## config.mk

```make
export PLATFORM = sky130hd
export DESIGN_NAME = dual_timer_counter_clockout
export DESIGN_NICKNAME = d
export VERILOG_FILES = /design/src/verilog/dual_timer_counter_clockout.v
export VERILOG_INCLUDE_DIRS = /design/src /design/src/verilog
export SDC_FILE = /design/constraint.sdc
export NUM_CORES = 1
export LEC_CHECK = 0
export BUFFER_PORTS_ARGS = -buffer_cell sky130_fd_sc_hd__buf_2
export CORE_MARGIN = 4
export CORE_UTILIZATION = 35
export CTS_BUF_LIST = sky130_fd_sc_hd__clkbuf_4
export DETAILED_ROUTE_END_ITERATION = 16
export PLACE_DENSITY = 0.53
export SETUP_SLACK_MARGIN = 0.5
export SYNTH_ARGS = -nofsm -noshare
export SYNTH_HDL_FRONTEND = slang
export SYNTH_SLANG_ARGS = --single-unit
```

## constraint.sdc

```tcl
create_clock -name core_clk -period 2.1 [get_ports core_clk]
set_clock_uncertainty 0.05 [all_clocks]
set_input_delay 0.42 -clock core_clk [delete_from_list [all_inputs] [get_ports core_clk]]
set_output_delay 0.42 -clock core_clk [all_outputs]
set_load 0.005 [all_outputs]
```

## src/verilog/timer_pair_defs.vh

```
// Register offsets, field positions and reset values of the timer pair
`ifndef TIMER_PAIR_DEFS_VH
`define TIMER_PAIR_DEFS_VH

// ----------------------------------------------------------------
// Register byte offsets
// ----------------------------------------------------------------
`define OFS_CTRL        8'h00
`define OFS_MODE        8'h04
`define OFS_CLKCFG      8'h08
`define OFS_COUNT_A     8'h0c
`define OFS_COUNT_B     8'h10
`define OFS_INT_STATUS  8'h14
`define OFS_INT_MASK    8'h18

// ----------------------------------------------------------------
// Control register fields
// ----------------------------------------------------------------
`define CTRL_RUN_A      0
`define CTRL_RUN_B      1
`define CTRL_FLAG_A     2
`define CTRL_FLAG_B     3

// ----------------------------------------------------------------
// Mode register fields
// ----------------------------------------------------------------
`define MODE_A_LO       0
`define MODE_A_HI       1
`define MODE_SRC_A      2
`define MODE_GATE_A     3
`define MODE_B_LO       4
`define MODE_B_HI       5
`define MODE_SRC_B      6
`define MODE_GATE_B     7

// ----------------------------------------------------------------
// Clock configuration register fields
// ----------------------------------------------------------------
`define CLK_FAST_A      0
`define CLK_SLOW_A      1
`define CLK_FAST_B      2
`define CLK_CKOE_A      3
`define CLK_CKOE_B      4

// ----------------------------------------------------------------
// Interrupt status and mask fields
// ----------------------------------------------------------------
`define INT_OVF_A       0
`define INT_OVF_B       1

// ----------------------------------------------------------------
// Operating modes
// ----------------------------------------------------------------
`define MODE_PWM8       2'd0
`define MODE_CNT16      2'd1
`define MODE_RELOAD8    2'd2
`define MODE_SPLIT      2'd3

// ----------------------------------------------------------------
// Reset values and prescaler counts
// ----------------------------------------------------------------
`define RST_BYTE        8'h00
`define RST_FLAGS       2'b00
`define PRE_DIV12_LAST  4'hb
`define PRE_DIV48_LAST  2'b11
`define PRE_DIV192_LAST 4'hf

`endif

```

## src/verilog/dual_timer_counter_clockout.v

```verilog
// Two 16-bit timer/counters with clock-out, behind a Wishbone slave
//
// Contract
// - Timer ticks every twelve clocks, or every clock when fast bit set and timer_a slow bit clear.
// - Timer_a rate from {slow,fast}: /12, /1, /48, /192.
// - Counter function samples pin each rate tick, counts high-then-low.
// - Detected fall shows in count at end of following rate tick.
// - Mode 0 is 8-bit PWM; wrap from all ones sets flag.
// - Counting only while run set and gating off or gate pin high; split timer_a high byte needs only timer_b run, no gating.
// - Mode 1 counts full 16 bits with same gating.
// - Mode 2 low byte reloads from high byte on overflow, sets flag.
// - Timer_b in mode 3 stops and holds its count.
// - Timer_a mode 3: two bytes; high byte uses timer_b run and flag.
// - Timer source and clock-out enable: auto-reload, 50% square wave.
// - Timer_b clock-out clocked only by /12 or undivided clock.
// - Timer_b clock-out is clock over n(256-reload), n 24 or 2.
// - Timer_a clock-out n is 24 for pair 00, 384 for pair 11.
// - Clock-out overflows set flag but never request interrupt.
// - Timer_b gives baud tick and clock-out from one overflow rate.
// - Flag cleared on interrupt vectoring; software may set or clear.
`include "timer_pair_defs.vh"

module dual_timer_counter_clockout (
    // Clock and reset
    input  wire        core_clk,
    input  wire        rstn,
    // Wishbone slave
    input  wire        wb_cyc_i,
    input  wire        wb_stb_i,
    input  wire        wb_we_i,
    input  wire [7:0]  wb_adr_i,
    input  wire [3:0]  wb_sel_i,
    input  wire [31:0] wb_dat_i,
    output reg  [31:0] wb_dat_o,
    output reg         wb_ack_o,
    // External pins
    input  wire        count_pin_a,
    input  wire        count_pin_b,
    input  wire        external_gate_input_a,
    input  wire        external_gate_input_b,
    output reg         timer_a_clkout_pin,
    output reg         timer_b_clkout_pin,
    // Processor interrupt side
    input  wire        vector_ack_a,
    input  wire        vector_ack_b,
    output reg         overflow_flag_a,
    output reg         overflow_flag_b,
    output reg         baud_tick_b,
    output reg         irq
);

    // ----------------------------------------------------------------
    // Control state
    // ----------------------------------------------------------------
    reg  [1:0]  run_reg;
    reg  [7:0]  mode_reg;
    reg  [4:0]  clkcfg_reg;
    reg  [7:0]  low_a_reg;
    reg  [7:0]  high_a_reg;
    reg  [7:0]  low_b_reg;
    reg  [7:0]  high_b_reg;
    reg  [1:0]  int_status_reg;
    reg  [1:0]  int_mask_reg;
    reg  [3:0]  pre_cnt_reg;
    reg  [3:0]  sub_cnt_reg;

    reg  [7:0]  low_a_next;
    reg  [7:0]  high_a_next;
    reg  [7:0]  low_b_next;
    reg  [7:0]  high_b_next;
    reg  [1:0]  flag_next;
    reg  [1:0]  int_status_next;
    reg         ovf_a;
    reg         ovf_a_high;
    reg         ovf_b;
    reg  [31:0] rd_data;

    // Field views
    wire [1:0]  mode_a      = mode_reg[`MODE_A_HI:`MODE_A_LO];
    wire [1:0]  mode_b      = mode_reg[`MODE_B_HI:`MODE_B_LO];
    wire        src_a       = mode_reg[`MODE_SRC_A];
    wire        src_b       = mode_reg[`MODE_SRC_B];
    wire        gate_en_a   = mode_reg[`MODE_GATE_A];
    wire        gate_en_b   = mode_reg[`MODE_GATE_B];
    wire        timer_a_fast_clock    = clkcfg_reg[`CLK_FAST_A];
    wire        timer_a_slow_prescale = clkcfg_reg[`CLK_SLOW_A];
    wire        timer_b_fast_clock    = clkcfg_reg[`CLK_FAST_B];
    wire        timer_a_clkout_enable = clkcfg_reg[`CLK_CKOE_A];
    wire        timer_b_clkout_enable = clkcfg_reg[`CLK_CKOE_B];

    // Clock-out mode forces auto-reload regardless of the mode field
    wire        clko_a = ~src_a & timer_a_clkout_enable;
    wire        clko_b = ~src_b & timer_b_clkout_enable;
    wire [1:0]  mode_a_eff = clko_a ? `MODE_RELOAD8 : mode_a;
    wire [1:0]  mode_b_eff = clko_b ? `MODE_RELOAD8 : mode_b;
    wire        split_a = (mode_a_eff == `MODE_SPLIT);

    // ----------------------------------------------------------------
    // Bus request decode
    // ----------------------------------------------------------------
    wire        bus_req = wb_cyc_i & wb_stb_i & ~wb_ack_o;
    wire        bus_wr  = bus_req & wb_we_i;
    wire        wr_ctrl   = bus_wr & wb_sel_i[0] & (wb_adr_i == `OFS_CTRL);
    wire        wr_mode   = bus_wr & wb_sel_i[0] & (wb_adr_i == `OFS_MODE);
    wire        wr_clkcfg = bus_wr & wb_sel_i[0] & (wb_adr_i == `OFS_CLKCFG);
    wire        wr_cnt_a  = bus_wr & (wb_adr_i == `OFS_COUNT_A);
    wire        wr_cnt_b  = bus_wr & (wb_adr_i == `OFS_COUNT_B);
    wire        wr_stat   = bus_wr & wb_sel_i[0] &
                            (wb_adr_i == `OFS_INT_STATUS);
    wire        wr_mask   = bus_wr & wb_sel_i[0] &
                            (wb_adr_i == `OFS_INT_MASK);

    // ----------------------------------------------------------------
    // Prescaler: /12 base, /48 and /192 from a second stage
    // ----------------------------------------------------------------
    wire tick12  = (pre_cnt_reg == `PRE_DIV12_LAST);
    wire tick48  = tick12 & (sub_cnt_reg[1:0] == `PRE_DIV48_LAST);
    wire tick192 = tick12 & (sub_cnt_reg == `PRE_DIV192_LAST);

    // Divider counters
    always @(posedge core_clk or negedge rstn) begin
        if (!rstn) begin
            pre_cnt_reg <= 4'h0;
            sub_cnt_reg <= 4'h0;
        end else begin
            pre_cnt_reg <= tick12 ? 4'h0 : pre_cnt_reg + 4'h1;
            if (tick12) begin
                sub_cnt_reg <= sub_cnt_reg + 4'h1;
            end
        end
    end

    // Rate tick per timer
    reg tick_a;
    always @* begin
        case ({timer_a_slow_prescale, timer_a_fast_clock})
            2'b00:   tick_a = tick12;
            2'b01:   tick_a = 1'b1;
            2'b10:   tick_a = tick48;
            default: tick_a = tick192;
        endcase
    end
    // Timer_b has only the /12 and undivided choices
    wire tick_b = timer_b_fast_clock ? 1'b1 : tick12;

    // ----------------------------------------------------------------
    // Pin synchronisers and falling-edge sampling per timer
    // ----------------------------------------------------------------
    wire [1:0] cnt_pins  = {count_pin_b, count_pin_a};
    wire [1:0] gate_pins = {external_gate_input_b, external_gate_input_a};
    wire [1:0] ticks     = {tick_b, tick_a};
    wire [1:0] gate_s;
    wire [1:0] fall_evt;

    genvar gi;
    generate
        for (gi = 0; gi < 2; gi = gi + 1) begin : g_pin
            reg [1:0] cnt_sync_reg;
            reg [1:0] gate_sync_reg;
            reg       sample_reg;
            reg       pend_reg;
            // Two-stage sync, then sample once per rate tick
            always @(posedge core_clk or negedge rstn) begin
                if (!rstn) begin
                    cnt_sync_reg  <= 2'b00;
                    gate_sync_reg <= 2'b00;
                    sample_reg    <= 1'b0;
                    pend_reg      <= 1'b0;
                end else begin
                    cnt_sync_reg  <= {cnt_sync_reg[0], cnt_pins[gi]};
                    gate_sync_reg <= {gate_sync_reg[0], gate_pins[gi]};
                    if (ticks[gi]) begin
                        sample_reg <= cnt_sync_reg[1];
                        pend_reg   <= sample_reg & ~cnt_sync_reg[1];
                    end
                end
            end
            assign gate_s[gi]   = gate_sync_reg[1];
            // Count applied one rate tick after detection
            assign fall_evt[gi] = ticks[gi] & pend_reg;
        end
    endgenerate

    // Gated counting input
    wire en_a  = run_reg[0] & (~gate_en_a | gate_s[0]);
    wire en_b  = run_reg[1] & (~gate_en_b | gate_s[1]);
    wire inc_a = en_a & (src_a ? fall_evt[0] : tick_a);
    wire inc_b = en_b & (src_b ? fall_evt[1] : tick_b);
    // High byte of a split timer counts internal ticks on b's run bit
    wire inc_ah = split_a & run_reg[1] & tick_a;

    // ----------------------------------------------------------------
    // Timer_a next count
    // ----------------------------------------------------------------
    always @* begin
        low_a_next  = low_a_reg;
        high_a_next = high_a_reg;
        ovf_a       = 1'b0;
        ovf_a_high  = 1'b0;
        if (inc_a) begin
            case (mode_a_eff)
                `MODE_CNT16: begin
                    {high_a_next, low_a_next} =
                        {high_a_reg, low_a_reg} + 16'h0001;
                    ovf_a = (low_a_reg == 8'hff) & (high_a_reg == 8'hff);
                end
                `MODE_RELOAD8: begin
                    if (low_a_reg == 8'hff) begin
                        low_a_next = high_a_reg;
                        ovf_a      = 1'b1;
                    end else begin
                        low_a_next = low_a_reg + 8'h01;
                    end
                end
                default: begin
                    low_a_next = low_a_reg + 8'h01;
                    ovf_a      = (low_a_reg == 8'hff);
                end
            endcase
        end
        if (inc_ah) begin
            high_a_next = high_a_reg + 8'h01;
            ovf_a_high  = (high_a_reg == 8'hff);
        end
        if (wr_cnt_a && wb_sel_i[0]) begin
            low_a_next = wb_dat_i[7:0];
        end
        if (wr_cnt_a && wb_sel_i[1]) begin
            high_a_next = wb_dat_i[15:8];
        end
    end

    // ----------------------------------------------------------------
    // Timer_b next count
    // ----------------------------------------------------------------
    always @* begin
        low_b_next  = low_b_reg;
        high_b_next = high_b_reg;
        ovf_b       = 1'b0;
        if (inc_b) begin
            case (mode_b_eff)
                `MODE_CNT16: begin
                    {high_b_next, low_b_next} =
                        {high_b_reg, low_b_reg} + 16'h0001;
                    ovf_b = (low_b_reg == 8'hff) & (high_b_reg == 8'hff);
                end
                `MODE_RELOAD8: begin
                    if (low_b_reg == 8'hff) begin
                        low_b_next = high_b_reg;
                        ovf_b      = 1'b1;
                    end else begin
                        low_b_next = low_b_reg + 8'h01;
                    end
                end
                `MODE_SPLIT: begin
                    low_b_next = low_b_reg;
                end
                default: begin
                    low_b_next = low_b_reg + 8'h01;
                    ovf_b      = (low_b_reg == 8'hff);
                end
            endcase
        end
        if (wr_cnt_b && wb_sel_i[0]) begin
            low_b_next = wb_dat_i[7:0];
        end
        if (wr_cnt_b && wb_sel_i[1]) begin
            high_b_next = wb_dat_i[15:8];
        end
    end

    // ----------------------------------------------------------------
    // Flags and interrupt status
    // ----------------------------------------------------------------
    // Flag b belongs to a's high byte while a is split
    wire ovf_b_src = split_a ? ovf_a_high : ovf_b;
    // Clock-out overflows never raise a request
    wire req_a = ovf_a & ~clko_a;
    wire req_b = split_a ? ovf_a_high : (ovf_b & ~clko_b);

    // Clears first, hardware set last so a set is never lost
    always @* begin
        flag_next = {overflow_flag_b, overflow_flag_a};
        if (vector_ack_a) begin
            flag_next[0] = 1'b0;
        end
        if (vector_ack_b) begin
            flag_next[1] = 1'b0;
        end
        if (wr_ctrl) begin
            flag_next[0] = wb_dat_i[`CTRL_FLAG_A];
            flag_next[1] = wb_dat_i[`CTRL_FLAG_B];
        end
        if (ovf_a) begin
            flag_next[0] = 1'b1;
        end
        if (ovf_b_src) begin
            flag_next[1] = 1'b1;
        end
        int_status_next = int_status_reg;
        if (wr_stat) begin
            int_status_next = int_status_reg & ~wb_dat_i[1:0];
        end
        int_status_next = int_status_next | {req_b, req_a};
    end

    // ----------------------------------------------------------------
    // Register update
    // ----------------------------------------------------------------
    always @(posedge core_clk or negedge rstn) begin
        if (!rstn) begin
            run_reg         <= `RST_FLAGS;
            mode_reg        <= `RST_BYTE;
            clkcfg_reg      <= 5'h00;
            low_a_reg       <= `RST_BYTE;
            high_a_reg      <= `RST_BYTE;
            low_b_reg       <= `RST_BYTE;
            high_b_reg      <= `RST_BYTE;
            int_status_reg  <= `RST_FLAGS;
            int_mask_reg    <= `RST_FLAGS;
            overflow_flag_a <= 1'b0;
            overflow_flag_b <= 1'b0;
            irq             <= 1'b0;
            baud_tick_b     <= 1'b0;
        end else begin
            if (wr_ctrl) begin
                run_reg <= {wb_dat_i[`CTRL_RUN_B], wb_dat_i[`CTRL_RUN_A]};
            end
            if (wr_mode) begin
                mode_reg <= wb_dat_i[7:0];
            end
            if (wr_clkcfg) begin
                clkcfg_reg <= wb_dat_i[4:0];
            end
            if (wr_mask) begin
                int_mask_reg <= wb_dat_i[1:0];
            end
            low_a_reg       <= low_a_next;
            high_a_reg      <= high_a_next;
            low_b_reg       <= low_b_next;
            high_b_reg      <= high_b_next;
            overflow_flag_a <= flag_next[0];
            overflow_flag_b <= flag_next[1];
            int_status_reg  <= int_status_next;
            irq             <= |(int_status_next &
                                 (wr_mask ? wb_dat_i[1:0] : int_mask_reg));
            baud_tick_b     <= ovf_b;
        end
    end

    // ----------------------------------------------------------------
    // Clock-out pins: toggle per overflow, PWM compare in mode 0
    // ----------------------------------------------------------------
    always @(posedge core_clk or negedge rstn) begin
        if (!rstn) begin
            timer_a_clkout_pin <= 1'b0;
            timer_b_clkout_pin <= 1'b0;
        end else begin
            if (clko_a) begin
                if (ovf_a) begin
                    // Half period per overflow gives n = 2 x prescale
                    timer_a_clkout_pin <= ~timer_a_clkout_pin;
                end
            end else if (timer_a_clkout_enable &&
                         mode_a_eff == `MODE_PWM8) begin
                timer_a_clkout_pin <= (low_a_reg >= high_a_reg);
            end else begin
                timer_a_clkout_pin <= 1'b0;
            end
            if (clko_b) begin
                if (ovf_b) begin
                    timer_b_clkout_pin <= ~timer_b_clkout_pin;
                end
            end else if (timer_b_clkout_enable &&
                         mode_b_eff == `MODE_PWM8) begin
                timer_b_clkout_pin <= (low_b_reg >= high_b_reg);
            end else begin
                timer_b_clkout_pin <= 1'b0;
            end
        end
    end

    // ----------------------------------------------------------------
    // Read mux; unmapped addresses read zero
    // ----------------------------------------------------------------
    always @* begin
        rd_data = 32'h0000_0000;
        if (wb_adr_i == `OFS_CTRL) begin
            rd_data[`CTRL_RUN_A]  = run_reg[0];
            rd_data[`CTRL_RUN_B]  = run_reg[1];
            rd_data[`CTRL_FLAG_A] = overflow_flag_a;
            rd_data[`CTRL_FLAG_B] = overflow_flag_b;
        end else if (wb_adr_i == `OFS_MODE) begin
            rd_data[7:0] = mode_reg;
        end else if (wb_adr_i == `OFS_CLKCFG) begin
            rd_data[4:0] = clkcfg_reg;
        end else if (wb_adr_i == `OFS_COUNT_A) begin
            rd_data[15:0] = {high_a_reg, low_a_reg};
        end else if (wb_adr_i == `OFS_COUNT_B) begin
            rd_data[15:0] = {high_b_reg, low_b_reg};
        end else if (wb_adr_i == `OFS_INT_STATUS) begin
            rd_data[1:0] = int_status_reg;
        end else if (wb_adr_i == `OFS_INT_MASK) begin
            rd_data[1:0] = int_mask_reg;
        end
    end

    // Single-wait-state acknowledge
    always @(posedge core_clk or negedge rstn) begin
        if (!rstn) begin
            wb_ack_o <= 1'b0;
            wb_dat_o <= 32'h0000_0000;
        end else begin
            wb_ack_o <= bus_req;
            if (bus_req && !wb_we_i) begin
                wb_dat_o <= rd_data;
            end
        end
    end

endmodule

```

* Yosys cells after proc, flatten, opt, wreduce, memory -nomap -nowiden *
Index checks and enable logic that the tools add are counted.

cells by class
  magnitude comparators = 2
  add/sub/neg operators = 7
  reduce and logical (&&, ||, !) cells = 24
  bitwise gates (word level) = 46
  eq/ne operators = 24
  multiplexer cells = 55

operator list
  kind                   count
  $mux 8                 15
  $add 16x1->16 const B  2
  $eq 8x8->1 const B     4
  $and 1x1->1            29
  $add 8x1->8 const B    3
  $eq 8x5->1 const B     3
  $pmux 8 s3             1
  $mux 1                 20
  $eq 8x4->1 const B     2
  $ge 8x8->1             2
  $mux 16                1
  $mux 2                 8
  $pmux 8 s2             1
  $mux 14                1
  $eq 2x2->1 const B     6
  $mux 12                1
  $reduce_bool 3->1      4
  $mux 11                1
  $not 1->1              11
  $add 4x1->4 const B    2
  $eq 4x4->1 const B     2
  $eq 8x3->1 const B     1
  $logic_not 8->1        1
  $mux 4                 2
  other kinds (15)       35

word-level totals
  logic and storage cells = 185
  bits in registers = 94
  output and inout port bits = 39
  input bits = 55

* Logic depth before layout (Yosys ltp) *
  depth in word-level cells = 11
  gate-level depth with buffers = 10
  depth with buffers taken out = 10

* Worst setup path after synthesis *
OpenSTA, ideal clock, no wires.

  kind = register to register
  start = register clkcfg_reg[3]
  end = register low_a_reg[2]
  arrival time = 2.037 ns
  buffers on the path = 0
  period minus slack after synthesis = 2.214 ns
  setup time = 0.127 ns
  data required time = 1.923 ns
  slack = -0.114 ns
  stages on the path, launching flop included = 9
  cells stage by stage = dfrtp_1 -> nor2b_1 -> or2_2 -> ha_1 -> nand2b_1 -> nand2b_1 -> a32o_1 -> a221oi_1 -> nor2_1

between the ends
  word-level cells in the longest chain between the ends = 6
  elaborated cells between the ends (all ways) = 7
  those cells by class = eq/ne: 2; mux: 4; bitwise: 1

RTL lines
  item                                      line                               text
  start: declaration                        dual_timer_counter_clockout.v:57   reg [4:0] clkcfg_reg;
  start signal: assignment                  dual_timer_counter_clockout.v:333  clkcfg_reg <= wb_dat_i[4:0];
  $and 1x1->1 *                             dual_timer_counter_clockout.v:92   wire clko_a = ~src_a & timer_a_clkout_enable;
  $mux 2 *                                  dual_timer_counter_clockout.v:94   wire [1:0] mode_a_eff = clko_a ? `MODE_RELOAD8 : mode_a;
  $eq 2x2->1 or $eq 2x1->1 (tied branches)  dual_timer_counter_clockout.v:201  case (mode_a_eff)
  $pmux 8 s2 *                              dual_timer_counter_clockout.v:201
  $mux 8 *                                  dual_timer_counter_clockout.v:200  if (inc_a) begin
  $mux 8 *                                  dual_timer_counter_clockout.v:225  if (wr_cnt_a && wb_sel_i[0]) begin
  end signal: assignment                    dual_timer_counter_clockout.v:315  low_a_reg <= `RST_BYTE;
  end signal: assignment                    dual_timer_counter_clockout.v:338  low_a_reg <= low_a_next;
  end: declaration                          dual_timer_counter_clockout.v:58   reg [7:0] low_a_reg;

Every way passes the cells marked *; elsewhere a longest branch is shown, timed or not. The select of a mux whose other input is x is not followed.
A chain may end at the register's enable or synchronous reset.

* Worst setup path after layout *
  start = register clkcfg_reg[3]
  end = register high_a_reg[1]

between the ends
  word-level cells in the longest chain between the ends = 7
  elaborated cells between the ends (all ways) = 11
  those cells by class = eq/ne: 2; mux: 3; bitwise: 3; reduce/logical: 3

RTL lines
  item                                                          line                               text
  $and 1x1->1 *                                                 dual_timer_counter_clockout.v:92
  $mux 2 *                                                      dual_timer_counter_clockout.v:94
  $eq 2x2->1 (no source line)                                   n/a
  $and 1x1->1 (2 in series)                                     dual_timer_counter_clockout.v:190  wire inc_ah = split_a & run_reg[1] & tick_a;
  $reduce_bool 3->1 (no source line) or $mux 8 (tied branches)  n/a
  $reduce_and 2->1 (no source line) or $mux 8 (tied branches)   n/a
  end signal: assignment                                        dual_timer_counter_clockout.v:316  high_a_reg <= `RST_BYTE;
  end signal: assignment                                        dual_timer_counter_clockout.v:339  high_a_reg <= high_a_next;
  end: declaration                                              dual_timer_counter_clockout.v:59   reg [7:0] high_a_reg;

Every way passes the cells marked *; elsewhere a longest branch is shown, timed or not.

==> results.md <==
Worst setup path:
- The critical path buffer and inverter count is 1.
- The startpoint class of the critical path is a register.
- The worst-path maximum fanout is 3.
- The critical path is of the reg2reg type.
- The library cell contributing the largest single delay on the critical path is dfrtp_1.
- The cell type group with the largest total delay on the critical path is simple AND/OR/NAND/NOR gates.
- The sort of element at the end of the critical path is a register.
- The required time of the critical path is roughly 2.5 ns.
- The origin of the worst setup path is clkcfg_reg[3].
- The worst register-to-register path has a setup slack of -0.06 ns.
- The worst register-to-register path begins at clkcfg_reg[3].
- On the worst path, the slowest cell contributes a delay of 0.41 ns.
- Traced cell by cell, the critical path runs through nor2b_4, or2_4, inv_4, ha_4, and2_4, o221a_4, nor3b_2, nand2_1, nor4b_4, a221o_1.
- STA puts the critical path data arrival time at 2.50 ns.

Placement:
- The congestion estimate from routability-driven global placement came to between 0.9 and 1.
- During placement, the flow inserted port buffers numbering 59.
- The placed instances occupy a cell area of 0.007274 mm2.
- The number of placed cells counting well taps is 984.
- The post-detailed-placement half-perimeter wirelength is around 15,000 um.
- The worst-case setup slack after placement is -0.1658 ns.

Route:
- The post-route DRC violation count is 0.
- In the routed layout, each cell is associated on average with a via count of 5.359.
- In this run the remaining antenna-violating nets after routing total 0.
- The number of detailed-routing iterations run before antenna repair is 5.
- The detailed router finished its first iteration with 445 violations.
- The routed wire length per instance is 18.83 um.
- The number of vias after detailed routing is between 5,000 and 6,000.
- Wires add up to 19,550 um.

Layout:
- The area growth from synthesis to layout is 50.32%.
- In the layout the commonest cells are buf_4 (105), dfrtp_1 (93), nand2_1 (64), buf_2 (57), nor2_1 (42).
- The share of final-layout standard cells stronger than drive strength 1 is 46.59%.
- The net count of the finished layout is around 900.
- 0 antenna diodes ended up in the layout.
- Ranked by flip-flop count, first place goes to wb_dat_o.
- The final core area utilization is 53.55%.
- The library cell used most frequently in the layout, excluding fill and tap cells, is buf_4.
- After the flow finishes, the layout carries non-filler instances totaling 1,038.
- The register with the most flip-flops in the layout has 16 of them.
- The finished cells cover 0.008507 mm2.

Die:
- The die covers around 0.018 mm2.
- The region available for standard cell placement spans 0.01589 mm2.
- The die is 135.2 um tall.
- 94 I/O pins were placed.
- The horizontal die dimension is 135.2 um.
- Once the floorplan was initialized, standard cells occupied 35.63% of the core.
- The number of placement rows is 46.

STA:
- On the final layout, the worst hold slack is 0.1152 ns.
- The transition time at the pin with the least slew margin is 0.5708 ns.
- The highest achievable clock rate is 463.9 MHz.
- The number of pins exceeding their max-slew limit in the final report was 0.
- In the finished design, the share of the clock period the worst path needs comes to 102.6%.
- After layout, the minimum clock period comes to 2.155 ns.
- The post-route worst setup slack is -0.05542 ns.
- The total count of hold-check failures in the final report is 0.
- The setup total negative slack is -0.1160 ns.
- Headroom to the max-slew limit came out at 61.81%.
- The total setup violations reported at the end of the flow is 3.
- Setup repair after global routing could not meet its margin everywhere.

Synth:
- After synthesis the cells add up to 0.005659 mm2.
- Yosys attributes the largest share of cell area to dfrtp_1 (42%), ha_1 (6.4%), o21ai_0 (5.5%), nand2_1 (5.0%), nor2_1 (3.4%).
- The total of flip-flops plus latches after synthesis is 94.
- Of all cell types, the one taking the most synthesized area is dfrtp_1.
- The fraction of registers with async set/reset is 100.0%.
- The synthesized netlist contains 73 unique library cells.
- The synthesized design devotes to its leading area cell type 41.57% of total area.
- Synthesis produced a netlist whose cell count is between 600 and 700.
- The number of enable flip-flop cells after synthesis is 0.
- The warning count from the yosys run is 0.
- Of the synthesized area, sequential elements account for 41.57%.
- Averaged over all synthesized cells, the footprint is 9.172 um2.
- In the synthesized netlist the dominant register cell turns out to be dfrtp_1.

Clock network:
- The tree is rooted in a clkbuf_4.
- The clock reaches the later pin of the worst-skew pair after about 0.5 ns.
- Clock tree synthesis inserted a total of 9 buffers.
- The tree built by TritonCTS fans out to 94 sinks.
- In this run the number of H-tree levels came out at 3.
- TritonCTS built the clock tree.
- The clock transition time at the flip-flop clock pins of the worst setup and hold paths is ~0.16 ns.
- The clock passes through at most 2 buffers.

Global routing:
- The number of antenna violations at the first check in global routing is 0.
- Global routing finished with a remaining overflow of 0.
- The global-route wire length before repair is 30,080 um.
- The via count of the first global-routing pass is 5,529.
- Entering global routing, the biggest net connects 36 pins.
- The overall fraction of global-route tracks in use is 21.24%.

Power:
- Across the VDD grid, the largest voltage drop is roughly 0.28 mV.
- The total chip power is between 3 and 4 mW.
- The leakage power figure is ~3.9 nW.
- For this design the ratio of total power to cell area is 389.4 mW/mm2.

Status:
- The run finished, with violations left.
- The checks that failed: negative setup slack.

Worst hold path:
- The type of the worst min-delay path is in2reg.
- The worst hold path startpoint is wb_dat_i[13].

Run:
- The count of maximum capacitance violations is 0.
layout make-up:
class | instances | area, um2
fill | 1420 | 7378
multi-input combinational | 472 | 3920
sequential | 94 | 2354
timing repair buffer | 210 | 1703
tap | 216 | 270.3
inverter | 30 | 120.1
clock inverter | 7 | 72.57
clock buffer | 9 | 67.56
Yosys cell counts, types with 3 or more instances:
master and n:
dfrtp_1 94, nand2_1 75, o21ai_0 62, nor2_1 51
inv_1 30, ha_1 29, a21oi_1 22, xnor2_1 20
buf_4 18, mux2_2 17, nand3_1 16, a221oi_1 13
nand2b_1 13, a22oi_1 12, clkbuf_1 11, nand4_1 9
nor3_1 9, nor4_1 7, a21o_1 6, o21a_1 6
xor2_1 6, buf_2 5, nor2b_1 5, nor3b_1 5
a31oi_1 4, and2_1 4, and3_1 4, mux2i_1 3
o22ai_1 3, o311ai_0 3, or2_2 3
path summary, 6_finish.rpt:
| check | endpoint | cells past startpoint |
|---|---|---|
| min in group asynchronous | pre_cnt_reg[3] | 2 |
| max reg2reg | high_a_reg[1] | 10 |
| max in group asynchronous | mode_reg[6] | 3 |
| min | high_a_reg[5] | 3 |
| max | high_a_reg[1] | 10 |
| min reg2reg | g_pin[1].cnt_sync_reg[1] | 0 |
power breakdown:
group	internal, mW	switching, mW
combinational	0.157	0.210
sequential	1.85	0.0243
clock	0.367	0.707
total	2.37	0.941
what timing repair did:
action,CTS,global route
gates resized for setup,80,118
pin swaps,39,60
hold buffers,5,0
hold endpoints to repair,33,0
buffers inserted,13,20
endpoints found under the setup margin,75,75
logic make-up (layout without fill, tap and decap cells):
kind of cell / Yosys count / after routing / share of synthesized area, %
xor+xnor: 26 / 26 / 4.024
compound gates: 161 / 161 / 18.79
fa+ha+maj: 29 / 29 / 6.412
simple gates: 220 / 220 / 19.39
flops: 94 / 94 / 41.57
other cells: 1 / 16 / 0.06626
buf+inv: 66 / 256 / 5.837
mux: 20 / 20 / 3.913
worst reg2reg max path: cells and delay by family, from the launching register on:
family,cells,cell delay (ns)
fa+ha+maj,1,0.13
simple gates,6,0.94
flops,1,0.41
buf+inv,1,0.07
compound gates,2,0.46
metal layers:
| layer | vias to the layer above | track usage (%) | routed length, um |
|---|---|---|---|
| li1 | 2587 | - | - |
| met1 | 2718 | 28.81 | 8625 |
| met5 | - | 0 | 0 |
| met3 | 40 | 3.863 | 1141 |
| met4 | 0 | 7.447 | 503 |
| met2 | 218 | 34.24 | 9277 |
Power figures use the tool's default switching activity.
